$ cat config.mk
export PLATFORM = sky130hd
export DESIGN_NAME = scrb_top
export DESIGN_NICKNAME = d
export VERILOG_FILES = /design/src/hdl/scrb_pkg.sv /design/src/hdl/scrb_ecc_check.sv /design/src/hdl/scrb_top.sv
export VERILOG_INCLUDE_DIRS = /design/src /design/src/hdl
export SDC_FILE = /design/constraint.sdc
export NUM_CORES = 2
export LEC_CHECK = 0
export BUFFER_PORTS_ARGS = -buffer_cell sky130_fd_sc_hd__buf_2
export CAP_MARGIN = 20
export CORE_UTILIZATION = 58
export DETAILED_ROUTE_END_ITERATION = 12
export PLACE_DENSITY = 0.8
export SLEW_MARGIN = 10
export SYNTH_ARGS = -nofsm -noshare
export SYNTH_HDL_FRONTEND = slang
export SYNTH_HIERARCHICAL = 1
export SYNTH_SLANG_ARGS = --single-unit
$ cat constraint.sdc
create_clock -name clk_sys_in -period 16 [get_ports clk_sys_in]
set_clock_uncertainty 0.05 [all_clocks]
set_input_delay 2.4 -clock clk_sys_in [delete_from_list [all_inputs] [get_ports clk_sys_in]]
set_output_delay 2.4 -clock clk_sys_in [all_outputs]
set_load 0.05 [all_outputs]
$ cat src/hdl/scrb_regs.svh
// Fixed dimensions, encodings and timing figures of the configuration scrubber.
// Assumes it is included by the scrubber package and modules by bare name.
`ifndef SCRB_REGS_SVH
`define SCRB_REGS_SVH

`define SCRB_REGIONS 4
`define SCRB_REGION_W 2
`define SCRB_FRAMES 16
`define SCRB_FRAME_W 4
`define SCRB_LAST_FRAME 4'hf
`define SCRB_CW_W 39
`define SCRB_SYN_W 6
`define SCRB_CRC_W 32
`define SCRB_CRC_INIT 32'hffffffff
`define SCRB_CRC_POLY 32'h04c11db7
`define SCRB_OSC_MHZ 400
`define SCRB_DIV_W 9
`define SCRB_DIV_MIN 9'h001
`define SCRB_DIV_MAX 9'h100

`endif

$ cat src/hdl/scrb_pkg.sv
// Types shared by the scrubber top level and its frame checker.
// Assumes the constants header is available on the include path.
`include "scrb_regs.svh"

package scrb_pkg;

   // One region's slice of a frame read: codeword and exclusion mark.
   typedef struct packed {
      logic user_mem;
      logic [`SCRB_CW_W-1:0] cw;
   } scrb_frame_type;

   typedef scrb_frame_type [`SCRB_REGIONS-1:0] scrb_read_type;

   // Write-back of a repaired codeword.
   typedef struct packed {
      logic en;
      logic [`SCRB_REGION_W-1:0] region;
      logic [`SCRB_FRAME_W-1:0] frame;
      logic [`SCRB_CW_W-1:0] cw;
   } scrb_write_type;

   // Location of the latest single-bit upset.
   typedef struct packed {
      logic [`SCRB_REGION_W-1:0] region;
      logic [`SCRB_FRAME_W-1:0] frame;
      logic [`SCRB_SYN_W-1:0] bit_pos;
   } scrb_loc_type;

   typedef enum logic [2:0] {
      SCRB_IDLE,
      SCRB_REQ,
      SCRB_WAIT,
      SCRB_FIX,
      SCRB_CRC
   } scrb_state_type;

endpackage : scrb_pkg

$ cat src/hdl/scrb_ecc_check.sv
// Single-error-correct, double-error-detect check of one frame codeword.
// Assumes bit 0 is overall parity and bits 1..38 form a Hamming code by position.
`timescale 1ns/1ps
`include "scrb_regs.svh"

module scrb_ecc_check
   import scrb_pkg::*;
(
   input wire logic [`SCRB_CW_W-1:0] cw_in,
   output logic single_out,
   output logic multi_out,
   output logic [`SCRB_SYN_W-1:0] bit_pos_out,
   output logic [`SCRB_CW_W-1:0] corrected_out
);

   logic [`SCRB_SYN_W-1:0] syn;
   logic par;
   logic in_range;

   // Syndrome is the XOR of the positions of all set bits.
   always_comb begin
      syn = '0;
      for (int p = 1; p < `SCRB_CW_W; p++) begin
         if (cw_in[p]) begin
            syn = syn ^ p[`SCRB_SYN_W-1:0];
         end
      end
      par = ^cw_in;
      in_range = (32'(syn) < `SCRB_CW_W);
      // Odd parity with a valid position is one flipped bit; a syndrome
      // pointing past the word can only come from several flips.
      single_out = par && in_range;
      multi_out = (!par && (syn != '0)) || (par && !in_range);
      bit_pos_out = syn;
      corrected_out = cw_in;
      if (single_out) begin
         corrected_out[syn] = ~cw_in[syn];
      end
   end

endmodule : scrb_ecc_check

$ cat src/hdl/scrb_top.sv
// Background scrubber of the configuration memory: frame ECC, repair, bitstream CRC.
// Assumes frame reads answer with cfg_rd_valid_in some cycles after a request,
// and that rst_in comes from the configuration controller alone.
//
// What this block does
// - Reads frames in background, ECC-checks each.
// - Corrects single-bit, detects double-bit frame errors.
// - Single-bit upset flagged, scanning then continues.
// - Correction enabled: rewrite repaired frame codeword.
// - Two bad bits give uncorrectable error.
// - Whole-bitstream CRC checked after all frames.
// - User block memory excluded from ECC, CRC.
// - Four regions are scanned in parallel.
// - Base scrub clock is 400 MHz oscillator.
// - Reset only from configuration controller, none user.
// - Host selects mode, reads status and location.
// - Continuous mode: rescan while enable stays high.
// - Single-pass mode: one scan per rising edge.
// - Scan-active high for whole scan duration.
// - Error flags sticky; enable low clears them.
`timescale 1ns/1ps
`include "scrb_regs.svh"

module scrb_top
   import scrb_pkg::*;
(
   input wire logic clk_sys_in,
   input wire logic rst_in,
   input wire logic scan_enable_in,
   input wire logic single_pass_in,
   input wire logic correct_enable_in,
   input wire logic [`SCRB_DIV_W-1:0] scrub_clock_divisor_in,
   input wire logic [`SCRB_CRC_W-1:0] golden_crc_in,
   output logic cfg_rd_req_out,
   output logic [`SCRB_FRAME_W-1:0] cfg_rd_frame_out,
   input wire logic cfg_rd_valid_in,
   input wire scrb_read_type cfg_rd_data_in,
   output scrb_write_type cfg_wr_out,
   output logic scan_active_out,
   output logic scan_done_out,
   output logic upset_out,
   output logic multi_bit_error_out,
   output logic crc_error_out,
   output scrb_loc_type err_loc_out
);

   scrb_state_type state_q, state_d;
   logic [`SCRB_FRAME_W-1:0] frame_q, frame_d;
   logic [`SCRB_DIV_W-1:0] div_cnt_q, div_cnt_d;
   logic [`SCRB_CRC_W-1:0] crc_q, crc_d;
   logic [`SCRB_REGIONS-1:0] pend_q, pend_d;
   logic [`SCRB_REGIONS-1:0][`SCRB_CW_W-1:0] fix_cw_q, fix_cw_d;
   logic prev_en_q, prev_en_d;
   logic upset_q, upset_d;
   logic multi_q, multi_d;
   logic crc_err_q, crc_err_d;
   logic done_q, done_d;
   scrb_loc_type loc_q, loc_d;
   scrb_write_type wr_q, wr_d;

   logic [`SCRB_DIV_W-1:0] div_eff;
   logic tick;
   logic start;
   logic fix_found;
   logic [`SCRB_REGIONS-1:0] chk_single;
   logic [`SCRB_REGIONS-1:0] chk_multi;
   logic [`SCRB_REGIONS-1:0][`SCRB_SYN_W-1:0] chk_pos;
   logic [`SCRB_REGIONS-1:0][`SCRB_CW_W-1:0] chk_fixed;

   // Bitwise CRC over one region codeword, most significant bit first.
   function automatic logic [`SCRB_CRC_W-1:0] crc_step(input logic [`SCRB_CRC_W-1:0] c,
                                                        input logic [`SCRB_CW_W-1:0] d);
      logic [`SCRB_CRC_W-1:0] r;
      r = c;
      for (int i = `SCRB_CW_W - 1; i >= 0; i--) begin
         r = {r[`SCRB_CRC_W-2:0], 1'b0} ^ ((r[`SCRB_CRC_W-1] ^ d[i]) ? `SCRB_CRC_POLY : '0);
      end
      return r;
   endfunction : crc_step

   for (genvar g = 0; g < `SCRB_REGIONS; g++) begin : g_chk
      scrb_ecc_check u_chk (
         .cw_in(cfg_rd_data_in[g].cw),
         .single_out(chk_single[g]),
         .multi_out(chk_multi[g]),
         .bit_pos_out(chk_pos[g]),
         .corrected_out(chk_fixed[g])
      );
   end

   // Step pacing models the divided oscillator; the divisor is clamped to
   // its legal span so a stray setting cannot stall the scan.
   // Divisor range honoured.
   always_comb begin
      if (scrub_clock_divisor_in < `SCRB_DIV_MIN) begin
         div_eff = `SCRB_DIV_MIN;
      end else if (scrub_clock_divisor_in > `SCRB_DIV_MAX) begin
         div_eff = `SCRB_DIV_MAX;
      end else begin
         div_eff = scrub_clock_divisor_in;
      end
      tick = (div_cnt_q >= div_eff - `SCRB_DIV_MIN);
   end

   assign start = single_pass_in ? (scan_enable_in && !prev_en_q) : scan_enable_in;

   assign cfg_rd_req_out = (state_q == SCRB_REQ) && tick;
   assign cfg_rd_frame_out = frame_q;
   assign scan_active_out = (state_q != SCRB_IDLE);
   assign scan_done_out = done_q;
   assign upset_out = upset_q;
   assign multi_bit_error_out = multi_q;
   assign crc_error_out = crc_err_q;
   assign err_loc_out = loc_q;
   assign cfg_wr_out = wr_q;

   // Scan sequencer, sticky flags and write-back in one next-state process.
   always_comb begin
      state_d = state_q;
      frame_d = frame_q;
      crc_d = crc_q;
      pend_d = pend_q;
      fix_cw_d = fix_cw_q;
      upset_d = upset_q;
      multi_d = multi_q;
      crc_err_d = crc_err_q;
      loc_d = loc_q;
      done_d = 1'b0;
      wr_d = '0;
      fix_found = 1'b0;
      prev_en_d = scan_enable_in;
      div_cnt_d = tick ? '0 : div_cnt_q + `SCRB_DIV_MIN;
      case (state_q)
         SCRB_IDLE: begin
            div_cnt_d = '0;
            if (start) begin
               frame_d = '0;
               crc_d = `SCRB_CRC_INIT;
               state_d = SCRB_REQ;
            end
         end
         SCRB_REQ: begin
            if (tick) begin
               state_d = SCRB_WAIT;
            end
         end
         SCRB_WAIT: begin
            if (cfg_rd_valid_in) begin
               for (int r = 0; r < `SCRB_REGIONS; r++) begin
                  if (!cfg_rd_data_in[r].user_mem) begin
                     crc_d = crc_step(crc_d, cfg_rd_data_in[r].cw);
                     if (chk_single[r]) begin
                        upset_d = 1'b1;
                        loc_d.region = r[`SCRB_REGION_W-1:0];
                        loc_d.frame = frame_q;
                        loc_d.bit_pos = chk_pos[r];
                        if (correct_enable_in) begin
                           pend_d[r] = 1'b1;
                           fix_cw_d[r] = chk_fixed[r];
                        end
                     end
                     if (chk_multi[r]) begin
                        multi_d = 1'b1;
                     end
                  end
               end
               if (pend_d != '0) begin
                  state_d = SCRB_FIX;
               end else if (frame_q == `SCRB_LAST_FRAME) begin
                  state_d = SCRB_CRC;
               end else begin
                  frame_d = frame_q + 1'b1;
                  state_d = SCRB_REQ;
               end
            end
         end
         SCRB_FIX: begin
            // One repaired region per cycle, lowest region first.
            for (int r = 0; r < `SCRB_REGIONS; r++) begin
               if (pend_q[r] && !fix_found) begin
                  fix_found = 1'b1;
                  pend_d[r] = 1'b0;
                  wr_d.en = 1'b1;
                  wr_d.region = r[`SCRB_REGION_W-1:0];
                  wr_d.frame = frame_q;
                  wr_d.cw = fix_cw_q[r];
               end
            end
            // Scanning resumes at the next frame without rechecking the repair.
            if (pend_d == '0) begin
               if (frame_q == `SCRB_LAST_FRAME) begin
                  state_d = SCRB_CRC;
               end else begin
                  frame_d = frame_q + 1'b1;
                  state_d = SCRB_REQ;
               end
            end
         end
         SCRB_CRC: begin
            if (crc_q != golden_crc_in) begin
               crc_err_d = 1'b1;
            end
            done_d = 1'b1;
            state_d = SCRB_IDLE;
         end
         default: begin
            state_d = SCRB_IDLE;
         end
      endcase
      // Enable low aborts and clears flags. A read landing in that same cycle
      // belongs to the aborted scan and is dropped, so the clear wins on purpose.
      if (!scan_enable_in) begin
         state_d = SCRB_IDLE;
         pend_d = '0;
         upset_d = 1'b0;
         multi_d = 1'b0;
         crc_err_d = 1'b0;
         loc_d = '0;
      end
   end

   // Only the controller reset clears the engine.
   always_ff @(posedge clk_sys_in) begin
      if (rst_in) begin
         state_q <= SCRB_IDLE;
         frame_q <= '0;
         div_cnt_q <= '0;
         crc_q <= `SCRB_CRC_INIT;
         pend_q <= '0;
         fix_cw_q <= '0;
         prev_en_q <= 1'b0;
         upset_q <= 1'b0;
         multi_q <= 1'b0;
         crc_err_q <= 1'b0;
         done_q <= 1'b0;
         loc_q <= '0;
         wr_q <= '0;
      end else begin
         state_q <= state_d;
         frame_q <= frame_d;
         div_cnt_q <= div_cnt_d;
         crc_q <= crc_d;
         pend_q <= pend_d;
         fix_cw_q <= fix_cw_d;
         prev_en_q <= prev_en_d;
         upset_q <= upset_d;
         multi_q <= multi_d;
         crc_err_q <= crc_err_d;
         done_q <= done_d;
         loc_q <= loc_d;
         wr_q <= wr_d;
      end
   end

endmodule : scrb_top

==> metrics.txt <==
# TYPE chip_impl_metric gauge
chip_impl_metric{name="synth_cell_type_count",unit=""} 85
chip_impl_metric{name="ys_ff_latch",unit=""} 271
chip_impl_metric{name="worst_skew_pair.late_latency",unit="ns"} 0.59
chip_impl_metric{name="postSynth.asyncResetShare",unit=""} 0
chip_impl_metric{name="wire_length_of_the_first_global_routing_pass",unit="mm"} 221
chip_impl_metric{name="number_of_antenna_violations_at_the_first_check_in_global_routing",unit=""} 3
chip_impl_metric{name="synth.net_count",unit=""} 4119
chip_impl_info{name="criticalPathCategory",value="in -> reg"} 1
chip_impl_metric{name="cts_buffers",unit=""} 28
chip_impl_metric{name="syn-instance-count",unit=""} 3900
chip_impl_metric{name="whs",unit="ns"} 0.405
chip_impl_metric{name="grt_max_degree",unit=""} 108
chip_impl_metric{name="fill_cells",unit=""} 5326
chip_impl_metric{name="port_buffers",unit=""} 274
chip_impl_metric{name="final_cell_count_without_fillers",unit=""} 5416
chip_impl_metric{name="syn-cell-area",unit="sq um"} 39700
chip_impl_info{name="crit_path_top_delay_cell",value="xor3_2"} 1
chip_impl_metric{name="final_min_period_over_clock_period",unit=""} 0.974
chip_impl_metric{name="dp.cells",unit=""} 5355
chip_impl_info{name="worst_setup_path_endpoint",value="crc_q[7]$_SDFFE_PP1P_"} 1
chip_impl_metric{name="core_region_area",unit="sq um"} 67400
chip_impl_info{name="timing.critical_path.from",value="cfg_rd_data_in[32]"} 1
chip_impl_info{name="timing.critical_path.to_type",value="register"} 1
chip_impl_info{name="cts_tree",value="done"} 1
chip_impl_metric{name="clkSlewWorstSetupHoldPaths",unit="ns"} 0.06
chip_impl_metric{name="gr-total-overflow",unit=""} 0
chip_impl_metric{name="final_wl",unit="mm"} 155
chip_impl_info{name="reg2reg_to",value="crc_q[7]$_SDFFE_PP1P_"} 1
chip_impl_metric{name="initial_utilization",unit=""} 0.589
chip_impl_metric{name="ys.warnings.count",unit=""} 6
chip_impl_metric{name="finalHoldViolations",unit=""} 0
chip_impl_info{name="result_of_the_run",value="completed"} 1
chip_impl_metric{name="cts-htree-levels",unit=""} 1
chip_impl_metric{name="path_max_fanout",unit=""} 8
chip_impl_metric{name="drtAntennaViolNets",unit=""} 0
chip_impl_info{name="cp_common_cell",value="xnor3_1"} 1
chip_impl_metric{name="drive_gt1_frac",unit=""} 0.269
chip_impl_metric{name="via_count_of_the_first_global_routing_pass",unit=""} 32111
chip_impl_metric{name="avgViaCountPerCell",unit=""} 6.23
chip_impl_metric{name="number_of_vias_in_the_routed_layout",unit=""} 33716
chip_impl_metric{name="transition_time_of_the_tightest_slew_check_pin",unit="ns"} 1.21
chip_impl_metric{name="gr-usage-met1",unit=""} 0.580
chip_impl_metric{name="max-cap-violations",unit=""} 0
chip_impl_metric{name="drt_drc_violations_left",unit=""} 0
chip_impl_metric{name="gp_routability_congestion",unit=""} 1.06
chip_impl_metric{name="use_met2",unit=""} 0.676
chip_impl_metric{name="cts-hold-fix-buffers",unit=""} 0
chip_impl_metric{name="synth_area_per_cell",unit="sq um"} 10.2
chip_impl_info{name="grt.busiest_layer",value="met2"} 1
chip_impl_metric{name="cp_slowest_stage_delay",unit="ns"} 0.60
chip_impl_metric{name="global_route.usage.met3",unit=""} 0.0967
chip_impl_metric{name="setup.reg_to_reg.worst_slack",unit="ns"} 1.62
chip_impl_metric{name="floorplan.io_pins",unit=""} 275
chip_impl_metric{name="clock_path_buffers",unit=""} 3
chip_impl_metric{name="top_achievable_clock_speed",unit="MHz"} 64.2
chip_impl_metric{name="final.min_clock_period",unit="ns"} 15.58
chip_impl_metric{name="drt_pre_antenna_iters",unit=""} 6
chip_impl_info{name="root_buffer",value="clkbuf_16"} 1
chip_impl_metric{name="postLayoutCoreUtil",unit=""} 0.684
chip_impl_info{name="crit_path_start_kind",value="input pin"} 1
chip_impl_info{name="holdCritPathClass",value="reg -> reg"} 1
chip_impl_metric{name="report.final.setup_viol",unit=""} 0
chip_impl_metric{name="die_w",unit="microns"} 264
chip_impl_metric{name="nNetsFinal",unit=""} 4741
chip_impl_metric{name="tritoncts_num_sinks",unit=""} 271
chip_impl_metric{name="die-area",unit="sq um"} 69400
chip_impl_metric{name="critical_path_required",unit="ns"} 16.41
chip_impl_metric{name="avgRoutedWirePerCell",unit="microns"} 28.7
chip_impl_metric{name="timing.reg2reg.worst_path_depth",unit=""} 42
chip_impl_info{name="r2r-start",value="crc_q[27]$_SDFFE_PP1P_"} 1
chip_impl_metric{name="die_h",unit="microns"} 264
chip_impl_metric{name="area_growth_syn_to_layout",unit="%"} 16.3
chip_impl_metric{name="arrival",unit="ns"} 15.98
chip_impl_metric{name="grt.total_usage",unit=""} 0.438
chip_impl_metric{name="relSlewSlack",unit=""} 0.187
chip_impl_metric{name="report.final.slew_viol_count",unit=""} 0
chip_impl_info{name="ys_dominant_reg_cell",value="dfxtp_1"} 1
chip_impl_metric{name="dp_hpwl",unit="mm"} 127
chip_impl_metric{name="synth-seq-area-share",unit=""} 0.137
chip_impl_metric{name="synth_edf_count",unit=""} 0
chip_impl_metric{name="drtIter0Drc",unit=""} 4731
chip_impl_metric{name="placementRows",unit=""} 95
Yosys cell counts, types with 16 or more instances:
master / instances / area share
xnor2_1: 726 / 0.16
nand2_1: 461 / 0.044
xnor3_1: 327 / 0.19
xor2_1: 272 / 0.060
dfxtp_1: 271 / 0.14
a21oi_1: 237 / 0.030
nor2_1: 237 / 0.022
clkbuf_1: 128 / 0.012
nand3_1: 98 / 0.012
xnor2_2: 89 / 0.036
mux2_1: 84 / 0.024
mux2_2: 82 / 0.023
xor3_1: 68 / 0.041
mux2i_1: 51 / 0.013
a221oi_1: 50 / 0.011
xnor3_2: 50 / 0.030
o21ai_0: 49 / 0.0062
nor3_1: 48 / 0.0061
xnor2_4: 38 / 0.026
a22oi_1: 37 / 0.0070
a31oi_1: 29 / 0.0046
o211ai_1: 28 / 0.0053
nand4_1: 24 / 0.0038
xor2_2: 23 / 0.0094
and3_1: 22 / 0.0035
inv_1: 21 / 0.0020
buf_6: 18 / 0.0051
nor4_1: 18 / 0.0028
xor3_2: 17 / 0.011
buf_4: 16 / 0.0030
placed cells by master (no fill, tap or decap), types with 53 or more instances in the layout:
| cell | instances |
|---|---|
| xnor2_1 | 720 |
| buf_4 | 504 |
| nand2_1 | 461 |
| xnor3_1 | 324 |
| buf_2 | 273 |
| xor2_1 | 270 |
| dfxtp_1 | 270 |
| a21oi_1 | 237 |
| nor2_1 | 233 |
| nand3_1 | 98 |
| xnor2_2 | 91 |
| mux2_1 | 84 |
| mux2_2 | 82 |
| xor3_1 | 67 |
| xnor3_2 | 53 |
sequential cells by signal, summed over array words and instances, names as in the netlist, 3 cells and up:
signal / cells
fix_cw_q: 156
err_loc_out: 12
pend_q: 4
cfg_wr_out: 46
div_cnt_q: 9
cfg_rd_frame_out: 4
state_q: 3
crc_q: 32
worst min-delay path by stage:
stage | start | to | slack, ns | depth (start not counted)
2_1_floorplan | fix_cw_q[116]$_SDFFE_PP0P_ | fix_cw_q[116]$_SDFFE_PP0P_ | 0.39 | 2
3_3_place_gp | fix_cw_q[129]$_SDFFE_PP0P_ | fix_cw_q[129]$_SDFFE_PP0P_ | 0.39 | 2
3_5_place_dp | fix_cw_q[130]$_SDFFE_PP0P_ | fix_cw_q[130]$_SDFFE_PP0P_ | 0.40 | 2
4_1_cts | fix_cw_q[131]$_SDFFE_PP0P_ | fix_cw_q[131]$_SDFFE_PP0P_ | 0.40 | 2
5_1_grt | fix_cw_q[138]$_SDFFE_PP0P_ | fix_cw_q[138]$_SDFFE_PP0P_ | 0.42 | 2
6_report | fix_cw_q[63]$_SDFFE_PP0P_ | fix_cw_q[63]$_SDFFE_PP0P_ | 0.41 | 2
routing by layer:
layer / vias up / wire length [microns] / share of wire
li1: 14706 / - / -
met1: 16250 / 60000 / 0.39
met2: 2272 / 67800 / 0.44
met3: 486 / 17700 / 0.11
met4: 2 / 9790 / 0.063
met5: - / 13 / 0.000084
per-stage QoR:
step | setup slack, ns | instance area [sq um] | setup TNS [ns]
2_1_floorplan | 0.201 | 39700 | 0
3_3_place_gp | -0.221 | 44900 | -3.63
3_5_place_dp | -0.323 | 44900 | -6.45
4_1_cts | 0.206 | 45900 | 0
5_1_grt | -0.0190 | 46100 | -0.0346
6_report | 0.421 | 46100 | 0
cell families (layout without fill, tap and decap cells):
kind of cell    after synthesis  in the layout  synth area share
simple gates                996            996             0.111
other cells                   0              1                 0
buf+inv                     222            864            0.0271
mux                         237            237            0.0690
fa+ha+maj                    13             13           0.00404
flops                       271            271             0.137
compound gates              543            543            0.0872
xor+xnor                   1618           1618             0.565
worst max-delay path: cells and delay by family:
kind | cells | cell delay, ns
simple gates | 1 | 0.10
mux | 2 | 0.65
buf+inv | 6 | 1.10
compound gates | 2 | 0.45
xor+xnor | 31 | 11.25
area by class of cell:
| class | instances | area (sq um) | share of cell area |
|---|---|---|---|
| inverters | 35 | 136 | 0.00296 |
| diodes | 1 | 2.50 | 0.0000543 |
| flip-flops and latches | 271 | 5430 | 0.118 |
| multi-input cells | 3407 | 33300 | 0.723 |
| well taps | 873 | 1090 | 0.0237 |
| repair buffers | 779 | 5200 | 0.113 |
| clock buffers | 38 | 798 | 0.0173 |
| clock inverters | 12 | 130 | 0.00282 |
timing repair:
item,4_1_cts,5_1_grt
setup endpoints to repair,0,32
setup buffers,0,9
resized for setup,0,24
endpoints found under the hold margin,0,0
Power is left out: the tool's default activity adds up to more than one toggle a clock period on the data nets, which glitch-free logic cannot reach.
